`src/verilog/dto_defines.svh`:
```
// constants of the dedicated channel timing offset block
`ifndef DTO_DEFINES_SVH
`define DTO_DEFINES_SVH

// register indices on the plain register port
`define DTO_REG_CTRL      4'h0
`define DTO_REG_SFN_REF   4'h1
`define DTO_REG_SFN_CELL  4'h2
`define DTO_REG_CFN       4'h3
`define DTO_REG_SUBST     4'h4
`define DTO_REG_DOFF_FDD  4'h5
`define DTO_REG_DOFF_TDD  4'h6
`define DTO_REG_FRAME_OFF 4'h7
`define DTO_REG_CHIP_OFF  4'h8
`define DTO_REG_OFF       4'h9
`define DTO_REG_TIMING    4'ha
`define DTO_REG_STATUS    4'hb

// control register field positions
`define DTO_CTRL_CASE_LSB 0
`define DTO_CTRL_CASE_MSB 2
`define DTO_CTRL_IS_REF   3
`define DTO_CTRL_MEAS     4
`define DTO_CTRL_TDD      5
`define DTO_CTRL_FIRST    6

// status register field positions
`define DTO_STAT_CHIP_ERR 0
`define DTO_STAT_DOFF_ERR 1

// timing figures in chips and codes
`define DTO_CHIPS_PER_FRAME 24'h009600
`define DTO_CHIP_MAX        16'h95ff
`define DTO_DOFF_FDD_MAX    10'h257
`define DTO_DOFF_FDD_SHIFT  9
`define DTO_FDD_FRAMES_MAX  7
`define DTO_BOUND_MASK      24'hffff00
`define DTO_BOUND_STEP      24'h000100
`define DTO_HALF_BOUND      8'h80
`define DTO_ZERO_LOW        8'h00

`endif

```
`src/verilog/dto_pkg.sv`:
```
// types of the dedicated channel timing offset block
package dto_pkg;

  typedef enum logic [2:0] {
    DTO_CASE_NONE        = 3'b000,
    DTO_CASE_SINGLE      = 3'b001,
    DTO_CASE_MULTI       = 3'b010,
    DTO_CASE_DCH_ADD     = 3'b011,
    DTO_CASE_IRAT_SINGLE = 3'b100,
    DTO_CASE_IRAT_MULTI  = 3'b101
  } dto_case_t;

  typedef struct packed {
    dto_case_t   off_case;
    logic        cell_is_ref;
    logic        measurable;
    logic        tdd;
    logic        first_link;
    logic [7:0]  sfn_ref;
    logic [7:0]  sfn_cell;
    logic [7:0]  cfn;
    logic [7:0]  off_subst;
    logic [9:0]  doff_fdd;
    logic [2:0]  doff_tdd;
    logic [7:0]  frame_off;
    logic [15:0] chip_off;
    logic        err_chip;
    logic        err_doff;
  } dto_cfg_t;

  typedef struct packed {
    logic [7:0]  off_report;
    logic [23:0] dl_offset;
    logic [31:0] rdata;
  } dto_out_t;

endpackage

```
`src/verilog/dto_core.sv`:
```
// offset report and downlink timing offset computation with register port
//
// The address-and-strobe port and the register offsets are this design's own decisions.
`include "dto_defines.svh"
`timescale 1ns/1ps
`default_nettype none

// Operation
// - common to dedicated, several links: offset zero for the uplink message cell.
// - other cells in that case report own frame number minus first cell's.
// - adding a link or moving cell: connection frame minus target frame number.
// - if that difference is unmeasurable, the substitute value is reported.
// - single link from another network behaves as single link case, zero.
// - several links from elsewhere: zero for chosen reference, others relative to it.
// - default offset for FDD uses 512-chip steps, codes 0 to 599.
// - default offset for TDD is 0 to 7 frames, sets frame offset.
// - chip offset has one-chip steps, range 0 to 38399.
// - the FDD default offset gives frame and chip offset at first setup.
// - frame offset times 38400 plus chip offset rounded to 256 chips.
// - remainder 1 to 127 rounds down to the lower 256-chip boundary.
// - remainder 128 to 255 rounds up to the next boundary.
// - remainder zero leaves the combined value unchanged.
// - downlink timing output is the rounded combined offset.
// - frame numbers and offsets are eight bits, arithmetic wraps modulo 256.
module dto_core #(
  parameter int ADDR_W = 4
) (
  input  wire logic              clk,
  input  wire logic              arst_n,
  input  wire logic              ce,
  input  wire logic [ADDR_W-1:0] addr,
  input  wire logic [31:0]       wdata,
  input  wire logic              wr,
  input  wire logic              rd,
  output logic      [31:0]       rdata,
  output logic      [7:0]        off_report,
  output logic      [23:0]       dl_offset
);

  // ==========================================================
  // state
  dto_pkg::dto_cfg_t cfg;
  dto_pkg::dto_cfg_t next_cfg;
  dto_pkg::dto_out_t outs;
  dto_pkg::dto_out_t next_outs;

  logic [7:0]  eff_frame;
  logic [15:0] eff_chip;
  logic [23:0] sum;
  logic [23:0] rounded;
  logic [7:0]  off_calc;
  logic [18:0] fdd_chips;
  logic [18:0] fdd_rem;
  logic [3:0]  a;

  assign a = ADDR_W'(addr) > ADDR_W'(4'hf) ? 4'hf : addr[3:0];

  // ==========================================================
  // register writes
  always_comb begin
    next_cfg = cfg;
    if (wr) begin
      if (a == `DTO_REG_CTRL) begin
        next_cfg.off_case    = dto_pkg::dto_case_t'(
                                 wdata[`DTO_CTRL_CASE_MSB:`DTO_CTRL_CASE_LSB]);
        next_cfg.cell_is_ref = wdata[`DTO_CTRL_IS_REF];
        next_cfg.measurable  = wdata[`DTO_CTRL_MEAS];
        next_cfg.tdd         = wdata[`DTO_CTRL_TDD];
        next_cfg.first_link  = wdata[`DTO_CTRL_FIRST];
      end else if (a == `DTO_REG_SFN_REF) begin
        next_cfg.sfn_ref = wdata[7:0];
      end else if (a == `DTO_REG_SFN_CELL) begin
        next_cfg.sfn_cell = wdata[7:0];
      end else if (a == `DTO_REG_CFN) begin
        next_cfg.cfn = wdata[7:0];
      end else if (a == `DTO_REG_SUBST) begin
        next_cfg.off_subst = wdata[7:0];
      end else if (a == `DTO_REG_DOFF_FDD) begin
        if (wdata[31:10] == 22'h0 && wdata[9:0] <= `DTO_DOFF_FDD_MAX) begin
          next_cfg.doff_fdd = wdata[9:0];
        end else begin
          next_cfg.err_doff = 1'b1;
        end
      end else if (a == `DTO_REG_DOFF_TDD) begin
        next_cfg.doff_tdd = wdata[2:0];
      end else if (a == `DTO_REG_FRAME_OFF) begin
        next_cfg.frame_off = wdata[7:0];
      end else if (a == `DTO_REG_CHIP_OFF) begin
        if (wdata[31:16] == 16'h0000 && wdata[15:0] <= `DTO_CHIP_MAX) begin
          next_cfg.chip_off = wdata[15:0];
        end else begin
          next_cfg.err_chip = 1'b1;
        end
      end else if (a == `DTO_REG_STATUS) begin
        // write one to clear; a refused write cannot share the cycle
        if (wdata[`DTO_STAT_CHIP_ERR]) begin
          next_cfg.err_chip = 1'b0;
        end
        if (wdata[`DTO_STAT_DOFF_ERR]) begin
          next_cfg.err_doff = 1'b0;
        end
      end
    end
  end

  always_ff @(posedge clk or negedge arst_n) begin
    if (!arst_n) begin
      cfg <= '0;
    end else if (ce) begin
      cfg <= next_cfg;
    end
  end

  // ==========================================================
  // offset split and rounding
  always_comb begin
    // default code times 512 in chips
    fdd_chips = {cfg.doff_fdd, 9'h000};
    fdd_rem   = fdd_chips;
    eff_frame = cfg.frame_off;
    eff_chip  = cfg.chip_off;
    if (cfg.first_link && !cfg.tdd) begin
      // frame and chip offset from the default code
      eff_frame = 8'h00;
      for (int i = 0; i < `DTO_FDD_FRAMES_MAX; i++) begin
        if (fdd_rem >= 19'(`DTO_CHIPS_PER_FRAME)) begin
          fdd_rem   = fdd_rem - 19'(`DTO_CHIPS_PER_FRAME);
          eff_frame = eff_frame + 8'h01;
        end
      end
      eff_chip = fdd_rem[15:0];
    end else if (cfg.first_link && cfg.tdd) begin
      // frame offset from the default frame code
      eff_frame = {5'h00, cfg.doff_tdd};
      eff_chip  = 16'h0000;
    end
    // frame offset times frame length plus chip offset
    sum = {16'h0000, eff_frame} * `DTO_CHIPS_PER_FRAME + {8'h00, eff_chip};
    if (sum[7:0] == `DTO_ZERO_LOW) begin
      rounded = sum;
    end else if (sum[7:0] < `DTO_HALF_BOUND) begin
      rounded = sum & `DTO_BOUND_MASK;
    end else begin
      rounded = (sum & `DTO_BOUND_MASK) + `DTO_BOUND_STEP;
    end
  end

  // ==========================================================
  // reported frame offset
  always_comb begin
    off_calc = 8'h00;
    case (cfg.off_case)
      // cell of the uplink message reports zero
      // other cells relative to the first cell
      // same relation to the selected reference cell
      dto_pkg::DTO_CASE_MULTI, dto_pkg::DTO_CASE_IRAT_MULTI: begin
        off_calc = cfg.cell_is_ref ? 8'h00 : cfg.sfn_cell - cfg.sfn_ref;
      end
      dto_pkg::DTO_CASE_DCH_ADD: begin
        off_calc = cfg.measurable ? cfg.cfn - cfg.sfn_cell : cfg.off_subst;
      end
      default: begin
        off_calc = 8'h00;
      end
    endcase
  end

  // ==========================================================
  // outputs and read data
  always_comb begin
    next_outs = outs;
    next_outs.off_report = off_calc;
    // timing output follows the rounded value
    next_outs.dl_offset = rounded;
    next_outs.rdata = 32'h00000000;
    if (rd) begin
      if (a == `DTO_REG_CTRL) begin
        next_outs.rdata = {25'h0, cfg.first_link, cfg.tdd, cfg.measurable,
                           cfg.cell_is_ref, cfg.off_case};
      end else if (a == `DTO_REG_SFN_REF) begin
        next_outs.rdata = {24'h000000, cfg.sfn_ref};
      end else if (a == `DTO_REG_SFN_CELL) begin
        next_outs.rdata = {24'h000000, cfg.sfn_cell};
      end else if (a == `DTO_REG_CFN) begin
        next_outs.rdata = {24'h000000, cfg.cfn};
      end else if (a == `DTO_REG_SUBST) begin
        next_outs.rdata = {24'h000000, cfg.off_subst};
      end else if (a == `DTO_REG_DOFF_FDD) begin
        next_outs.rdata = {22'h0, cfg.doff_fdd};
      end else if (a == `DTO_REG_DOFF_TDD) begin
        next_outs.rdata = {29'h0, cfg.doff_tdd};
      end else if (a == `DTO_REG_FRAME_OFF) begin
        next_outs.rdata = {24'h000000, cfg.frame_off};
      end else if (a == `DTO_REG_CHIP_OFF) begin
        next_outs.rdata = {16'h0000, cfg.chip_off};
      end else if (a == `DTO_REG_OFF) begin
        next_outs.rdata = {24'h000000, outs.off_report};
      end else if (a == `DTO_REG_TIMING) begin
        next_outs.rdata = {8'h00, outs.dl_offset};
      end else if (a == `DTO_REG_STATUS) begin
        next_outs.rdata = {30'h0, cfg.err_doff, cfg.err_chip};
      end
    end
  end

  always_ff @(posedge clk or negedge arst_n) begin
    if (!arst_n) begin
      outs <= '0;
    end else if (ce) begin
      outs <= next_outs;
    end
  end

  assign rdata      = outs.rdata;
  assign off_report = outs.off_report;
  assign dl_offset  = outs.dl_offset;

  // ==========================================================
  // checks
  round_down_a: assert property (
    @(posedge clk) disable iff (!arst_n)
    ce && sum[7:0] != 8'h00 && sum[7:0] < 8'h80
    |=> dl_offset == {$past(sum[23:8]), 8'h00})
    else $error("combined offset not rounded down");

  round_up_a: assert property (
    @(posedge clk) disable iff (!arst_n)
    ce && sum[7:0] >= 8'h80 |=> dl_offset == {$past(sum[23:8]) + 16'h0001, 8'h00})
    else $error("combined offset not rounded up");

  round_exact_a: assert property (
    @(posedge clk) disable iff (!arst_n)
    ce && sum[7:0] == 8'h00 |=> dl_offset == $past(sum))
    else $error("boundary value changed");

  combined_sum_a: assert property (
    @(posedge clk) disable iff (!arst_n)
    ce && !cfg.first_link
    |=> dl_offset[23:8] == 16'((($past(cfg.frame_off) * 24'd38400)
                               + $past(cfg.chip_off) + 24'd128) >> 8))
    else $error("combined offset wrong");

  fdd_default_a: assert property (
    @(posedge clk) disable iff (!arst_n)
    cfg.first_link && !cfg.tdd
    |-> eff_chip < 16'd38400 && sum == {5'h00, cfg.doff_fdd, 9'h000})
    else $error("default offset split wrong");

  tdd_default_a: assert property (
    @(posedge clk) disable iff (!arst_n)
    ce && cfg.first_link && cfg.tdd
    |=> dl_offset == 24'(($past(cfg.doff_tdd)) * 24'd38400))
    else $error("tdd default frame offset wrong");

  off_single_a: assert property (
    @(posedge clk) disable iff (!arst_n)
    ce && (cfg.off_case == dto_pkg::DTO_CASE_SINGLE ||
           cfg.off_case == dto_pkg::DTO_CASE_IRAT_SINGLE) |=> off_report == 8'h00)
    else $error("single link offset not zero");

  off_multi_a: assert property (
    @(posedge clk) disable iff (!arst_n)
    ce && cfg.off_case == dto_pkg::DTO_CASE_MULTI && !cfg.cell_is_ref
    |=> off_report == 8'($past(cfg.sfn_cell) - $past(cfg.sfn_ref)))
    else $error("multi link offset wrong");

  off_add_a: assert property (
    @(posedge clk) disable iff (!arst_n)
    ce && cfg.off_case == dto_pkg::DTO_CASE_DCH_ADD && cfg.measurable
    |=> off_report == 8'($past(cfg.cfn) - $past(cfg.sfn_cell)))
    else $error("added link offset wrong");

  off_subst_a: assert property (
    @(posedge clk) disable iff (!arst_n)
    ce && cfg.off_case == dto_pkg::DTO_CASE_DCH_ADD && !cfg.measurable
    |=> off_report == $past(cfg.off_subst))
    else $error("substitute not reported");

  chip_range_a: assert property (
    @(posedge clk) disable iff (!arst_n)
    ce && wr && a == `DTO_REG_CHIP_OFF && wdata > 32'd38399
    |=> $stable(cfg.chip_off) && cfg.err_chip)
    else $error("out of range chip offset taken");

  doff_range_a: assert property (
    @(posedge clk) disable iff (!arst_n)
    ce && wr && a == `DTO_REG_DOFF_FDD && wdata > 32'd599
    |=> $stable(cfg.doff_fdd) && cfg.err_doff)
    else $error("out of range default code taken");

endmodule

`default_nettype wire

```
`config.mk`:
```
export PLATFORM = sky130hd
export DESIGN_NAME = dto_core
export DESIGN_NICKNAME = d
export VERILOG_FILES = /design/src/verilog/dto_pkg.sv /design/src/verilog/dto_core.sv
export VERILOG_INCLUDE_DIRS = /design/src /design/src/verilog
export SDC_FILE = /design/constraint.sdc
export NUM_CORES = 1
export LEC_CHECK = 0
export ABC_AREA = 1
export BUFFER_PORTS_ARGS = -buffer_cell sky130_fd_sc_hd__buf_4
export CAP_MARGIN = 40
export CORE_UTILIZATION = 40
export CTS_CLUSTER_SIZE = 12
export DETAILED_ROUTE_END_ITERATION = 10
export MAX_ROUTING_LAYER = met4
export SYNTH_ARGS = -nofsm -noshare
export SYNTH_HDL_FRONTEND = slang
export SYNTH_SLANG_ARGS = --single-unit
```
`constraint.sdc`:
```
create_clock -name clk -period 20.7 [get_ports clk]
set_input_delay 4.14 -clock clk [delete_from_list [all_inputs] [get_ports clk]]
set_output_delay 4.14 -clock clk [all_outputs]
set_load 0.005 [all_outputs]
```
# Word-level counts from Yosys, hierarchy flattened
# Index checks and enable logic that the tools add are counted.
word_totals:
  out_inout_bits: 64
  regBits: 142
  inputBits: 41
classes:
  muxes: 59
  addsub: 17
  eq_ne: 19
  bitwise: 8
  magnitude_cmp: 11
  n_reduce_logical: 25
  mul: 1
op_table:
  columns: ["operator", "n"]
  rows:
  - ["two-way mux 24 bit", 14]
  - ["two-way mux 19 bit", 12]
  - ["greater-or-equal comparator 19 x 16 -> 1 bit, second input constant", 7]
  - ["two-way mux 8 bit", 16]
  - ["subtractor 19 x 16 -> 19 bit, second input constant", 6]
  - ["adder 8 x 1 -> 8 bit, second input constant", 6]
  - ["two-way mux 16 bit", 3]
  - ["AND reduction 13 bit", 2]
  - ["adder 24 x 16 -> 24 bit", 1]
  - ["adder 24 x 9 -> 24 bit, second input constant", 1]
  - ["logical NOT 22 bit", 1]
  - ["AND reduction 9 bit", 2]
  - ["== test 4 x 3 -> 1 bit, second input constant", 4]
  - ["== test 4 bit, second input constant", 4]
  - ["<= comparator 16 bit, second input constant", 1]
  - ["logical NOT 16 bit", 1]
  - ["case mux 8 bit (2 select lines)", 1]
  - ["subtractor 16 bit, second input constant", 1]
  - ["subtractor 8 bit", 2]
  - ["multiplier 8 x 7 -> 15 bit, second input constant", 1]
  - ["AND reduction 12 bit", 1]
  - ["<= comparator 10 bit, second input constant", 1]
  - ["two-way mux 1 bit", 10]
  - ["inequality test 2 bit, second input constant", 5]
  - ["other kinds (21)", 37]

# Logic depth before layout (Yosys ltp)
logic_depth:
  ltp_word: 26
  depth_mapped: 92

# Worst setup path after synthesis
# Ideal clock, no wire load.
synth_path:
  path_kind: "flip-flop to flip-flop"
  startpoint: "register cfg[29] in the netlist's numbering"
  endpoint: "register outs, in the netlist dl_offset[23]"
  arrival_ns: 11.350
  stages_incl_launch_ff: 90
  n_path_buf: 7
  slack_ns: 9.268
  setup_ns: 0.083
  path_cell_list: "dfrtp_1 ha_1 nand3_2 nand3_2 nand2_2 nand2_2 buf_6 nand2_1 nand2_1 ha_1 inv_1 nand3_1 nand2_2 nand2_2 nand2_4 nand3_4 buf_6 nand2_1 [... 54 more ...] nor2_1 a211oi_1 xor2_1 inv_1 ha_1 inv_1 o21ai_0 inv_1 or2_2 nor2_1 nand2_1 or2_2 nor2_1 nand2_1 xor2_1 nand4_1 xor2_1 o21ai_0"
synth_between:
  elab_chain_cells: 26
synth_lines:
  columns: ["element", "line_no", "source"]
  rows:
  - ["start: declaration", "dto_core.sv:42", "dto_pkg::dto_cfg_t cfg;"]
  - ["start signal: assignment", "dto_core.sv:110", "cfg <= next_cfg;"]
  - ["subtractor 19 x 16 -> 19 bit / greater-or-equal comparator 19 x 16 -> 1 bit (equally long branches)", "dto_core.sv:127, dto_core.sv:126", null]
  - ["two-way mux 19 bit / two-way mux 1 bit (equally long branches)", "dto_core.sv:126", "if (fdd_rem >= 19'(`DTO_CHIPS_PER_FRAME)) begin"]
  - ["two-way mux 19 bit / two-way mux 8 bit (equally long branches)", "dto_core.sv:122", "if (cfg.first_link && !cfg.tdd) begin"]
  - ["subtractor 19 x 16 -> 19 bit, or another cell as far along", "dto_core.sv:127", "fdd_rem = fdd_rem - 19'(`DTO_CHIPS_PER_FRAME);"]
  - ["two-way mux 19 bit / two-way mux 8 bit (equally long branches)", "dto_core.sv:126", null]
  - ["two-way mux 19 bit / two-way mux 8 bit (equally long branches)", "dto_core.sv:122", null]
  - ["subtractor 19 x 16 -> 19 bit, or another cell as far along", "dto_core.sv:127", null]
  - ["two-way mux 19 bit / two-way mux 8 bit (equally long branches)", "dto_core.sv:126", null]
  - ["[... 10 more ...]", null, null]
  - ["greater-or-equal comparator 19 x 16 -> 1 bit / adder 8 x 1 -> 8 bit (equally long branches)", "dto_core.sv:126, dto_core.sv:128", null]
  - ["two-way mux 8 bit", "dto_core.sv:126", null]
  - ["two-way mux 8 bit", "dto_core.sv:122", null]
  - ["multiplier 8 x 7 -> 15 bit (no line)", null, null]
  - ["adder 24 x 16 -> 24 bit (*)", "dto_core.sv:138", "sum = {16'h0000, eff_frame} * `DTO_CHIPS_PER_FRAME + {8'h00, eff_chip};"]
  - ["adder 24 x 9 -> 24 bit (no line)", null, null]
  - ["two-way mux 24 bit", "dto_core.sv:141", "end else if (sum[7:0] < `DTO_HALF_BOUND) begin"]
  - ["two-way mux 24 bit (*)", "dto_core.sv:139", "if (sum[7:0] == `DTO_ZERO_LOW) begin"]
  - ["end signal: assignment", "dto_core.sv:210", "outs <= next_outs;"]
  - ["end: declaration", "dto_core.sv:44", "dto_pkg::dto_out_t outs;"]
# Every way passes the cells marked *; elsewhere a longest branch is shown, timed or not. The select of a mux whose other input is x is not followed.
# A chain may end at the register's enable or synchronous reset.

# Worst setup path in the final report
layout_path:
  startpoint: "register cfg[30] in the netlist's numbering"
  endpoint: "register outs, in the netlist dl_offset[23]"
# The elaborated chain is that of the path after synthesis.

==> summary.txt <==
Outcome - finished clean
Final ANT Viol Nets - 0
Worst-path clk slew - 0.06 ns
Largest area contributor in the netlist - dfrtp_1
CORE AREA - 0.0282 mm2
CTS tree - built
Seq/Total Area, Yosys - 28.9%
Initial antenna violation count - 0
Sinks on Clock Net - 134
WL/cell - 16.3 um
Syn. warnings - 0
Post-synth ARST share - 100%
CTS max path bufs - 2
Maximum VDD drop - 0.0000612 V
WP data arrival - 12.86 ns
NumNets Final - 1850
Worst setup path category - reg2reg
Count leader, synth - nand2_1
Critical path's top delay family - simple AND/OR/NAND/NOR gates
Synthesized flop and latch total - 134
Dpl hpwl - 26.9 mm
Hold crit path type - reg2reg
IO Port Bufs - 96
Vias in the first global route - 10600
Number of remaining DRC errors - 0
CTS Buf Count - 17
Average size of a mapped cell - 7.05 um2
Top post-synthesis cells by area - dfrtp_1 (29%), nand2_1 (14%), ha_1 (7.8%)
Endpoints failing setup - 0
Post-layout util - 47.0%
Slowest cell on the critical path - fa_1
Die area - 0.0297 mm2
Row Count - 61
Skew final - 0.0160 ns
Tmin final - 12.53 ns
DRT Pass-1 Iters - 7
Relative slew slack - 40.5%
Hold Fails Final Rpt - 0
Root buf cell - clkbuf_16
RSZ-0062 raised after global routing - no
Max-slew violation count - 0
Area Growth Syn to Fin - 14.2%
Largest net degree at the start of global routing - 73
Final antenna diode count - 0
Fmax - 0.0798 GHz
Most used cell, CP - nand2_1
Post-CTS Setup Repair Bufs - 0
Critical path peak fanout - 15
Unique cell type count in the Yosys netlist - 56
CP max stage delay - 0.50 ns
Least-Margin Pin Slew - 0.890 ns
Vias - 11000
Grt total ovfl - 0
Top_reg_cell synth - dfrtp_1
Pwr Density - 79.3 mW/mm2
Mapped cell area - 0.0116 mm2
CP endpoint kind - flip-flop
Fin Setup TNS - 0 ns
I/O pin count - 105
Via/cell ratio - 5.21
Die W - 172 um
Cts hold-fix bufs - 0
First-pass GRT wire length - 55.6 mm
CTS HTree Levels - 4
DR iter-0 viols - 691
Yosys top cell area share - 28.9%
Gate Count Post-Synth - 1645
Share of layout cells above drive strength 1 - 14.8%
Clock Latency Late Sink - 0.43 ns
Die Y-Extent - 172 um
Post-CTS sizing - 0
Number of flops mapped to enable cells by yosys - 0
GRT Total Usage - 25.0%
P_leak - 6.90 nW
Max-cap viol count - 0
Worst setup SP type - flip-flop
Worst path required time - 21.04 ns
Initial Utilization - 41.2%
Final WL - 34.5 mm
Worst Path Buf+Inv - 9
Filler cell count - 2807
Post-synth top cells - nand2_1 (429), inv_1 (216), o21ai_0 (143)
GP Congestion - 0.939
Fin crit share - 60.5%
[stage by stage]
step	hold WS, ns	cell area [um2]	total power [mW]	setup WS [ns]	instances
finish	0.483	13200	1.05	8.17	2118
global route	0.510	13200	1.13	6.80	2118
CTS	0.483	13200	1.06	8.19	2118
detailed placement	0.467	12600	0.731	8.22	2086
global placement	0.467	12600	0.725	8.59	2084
floorplan	0.453	11600	0.610	9.27	1652
[layer usage]
| metal | vias to the layer above | wire length [um] | global-route usage [%] |
|---|---|---|---|
| li1 | 5549 | - | - |
| met1 | 5182 | 16400 | 33.5 |
| met2 | 270 | 16100 | 40.3 |
| met3 | 42 | 1410 | 2.86 |
| met4 | 0 | 632 | 5.96 |
| met5 | - | 0 | - |
[cell families after synthesis]
group	Yosys count	synth area share, %
buffers and inverters	280	9.81
other	1	0.0323
adders and majority gates	82	9.50
AOI/OAI and AO/OA	293	14.9
muxes	2	0.194
xor gates and xnor gates	53	4.00
and+or+nand+nor	800	32.6
DFF	134	28.9
[flip-flops by register name (all words and copies together), names as in the netlist]
signal / cells
dl_offset: 24
cfg: 78
off_report: 8
rdata: 24
[power by group]
part | internal (mW) | leakage, nW | switching (mW)
clock network | 0.187 | 0.301 | 0.133
registers | 0.297 | 1.79 | 0.0364
logic | 0.157 | 4.81 | 0.239
total | 0.641 | 6.90 | 0.409
[cells in the final DEF (no fill, tap or decap), types with 9 or more instances in the layout]
master	instances
nor2_4	10
nand2_1	429
buf_4	99
a21oi_1	49
a31oi_1	9
nand2_4	12
nand4_1	30
nor2_1	114
inv_1	216
clkbuf_16	17
inv_2	16
xnor2_1	16
o211ai_1	17
nand3_2	12
o21ai_0	143
a32o_1	10
nand2_2	39
nand3_1	105
or2_2	9
ha_1	72
xor2_1	37
o22ai_1	15
dfrtp_1	134
fa_1	10
[path summary, 6_finish.rpt]
path / start / end / cells past startpoint / slack (ns)
max: cfg[30] / dl_offset[23] / 82 / 8.17
max reg2reg: cfg[30] / dl_offset[23] / 82 / 8.17
max in group asynchronous: arst_n / cfg[30] / 2 / 15.67
min in group asynchronous: arst_n / cfg[76] / 1 / 3.73
min: rdata[5] / rdata[5] / 2 / 0.48
min reg2reg: rdata[5] / rdata[5] / 2 / 0.48
[worst min-delay path: cells and delay by family (launching register included)]
family	cells	cell delay [ns]
AND/OR/NAND/NOR	2	0.10
flip-flops	1	0.34
[final cells by class]
class | count | area [um2] | share of cell area [%]
clock inverter | 14 | 174 | 1.31
timing repair buffer | 102 | 787 | 5.95
tap | 378 | 473 | 3.57
sequential | 134 | 3350 | 25.3
inverter | 234 | 881 | 6.66
multi-input combinational | 1238 | 7130 | 53.9
clock buffer | 18 | 439 | 3.32
No activity file was read; power rests on OpenSTA's default activity.
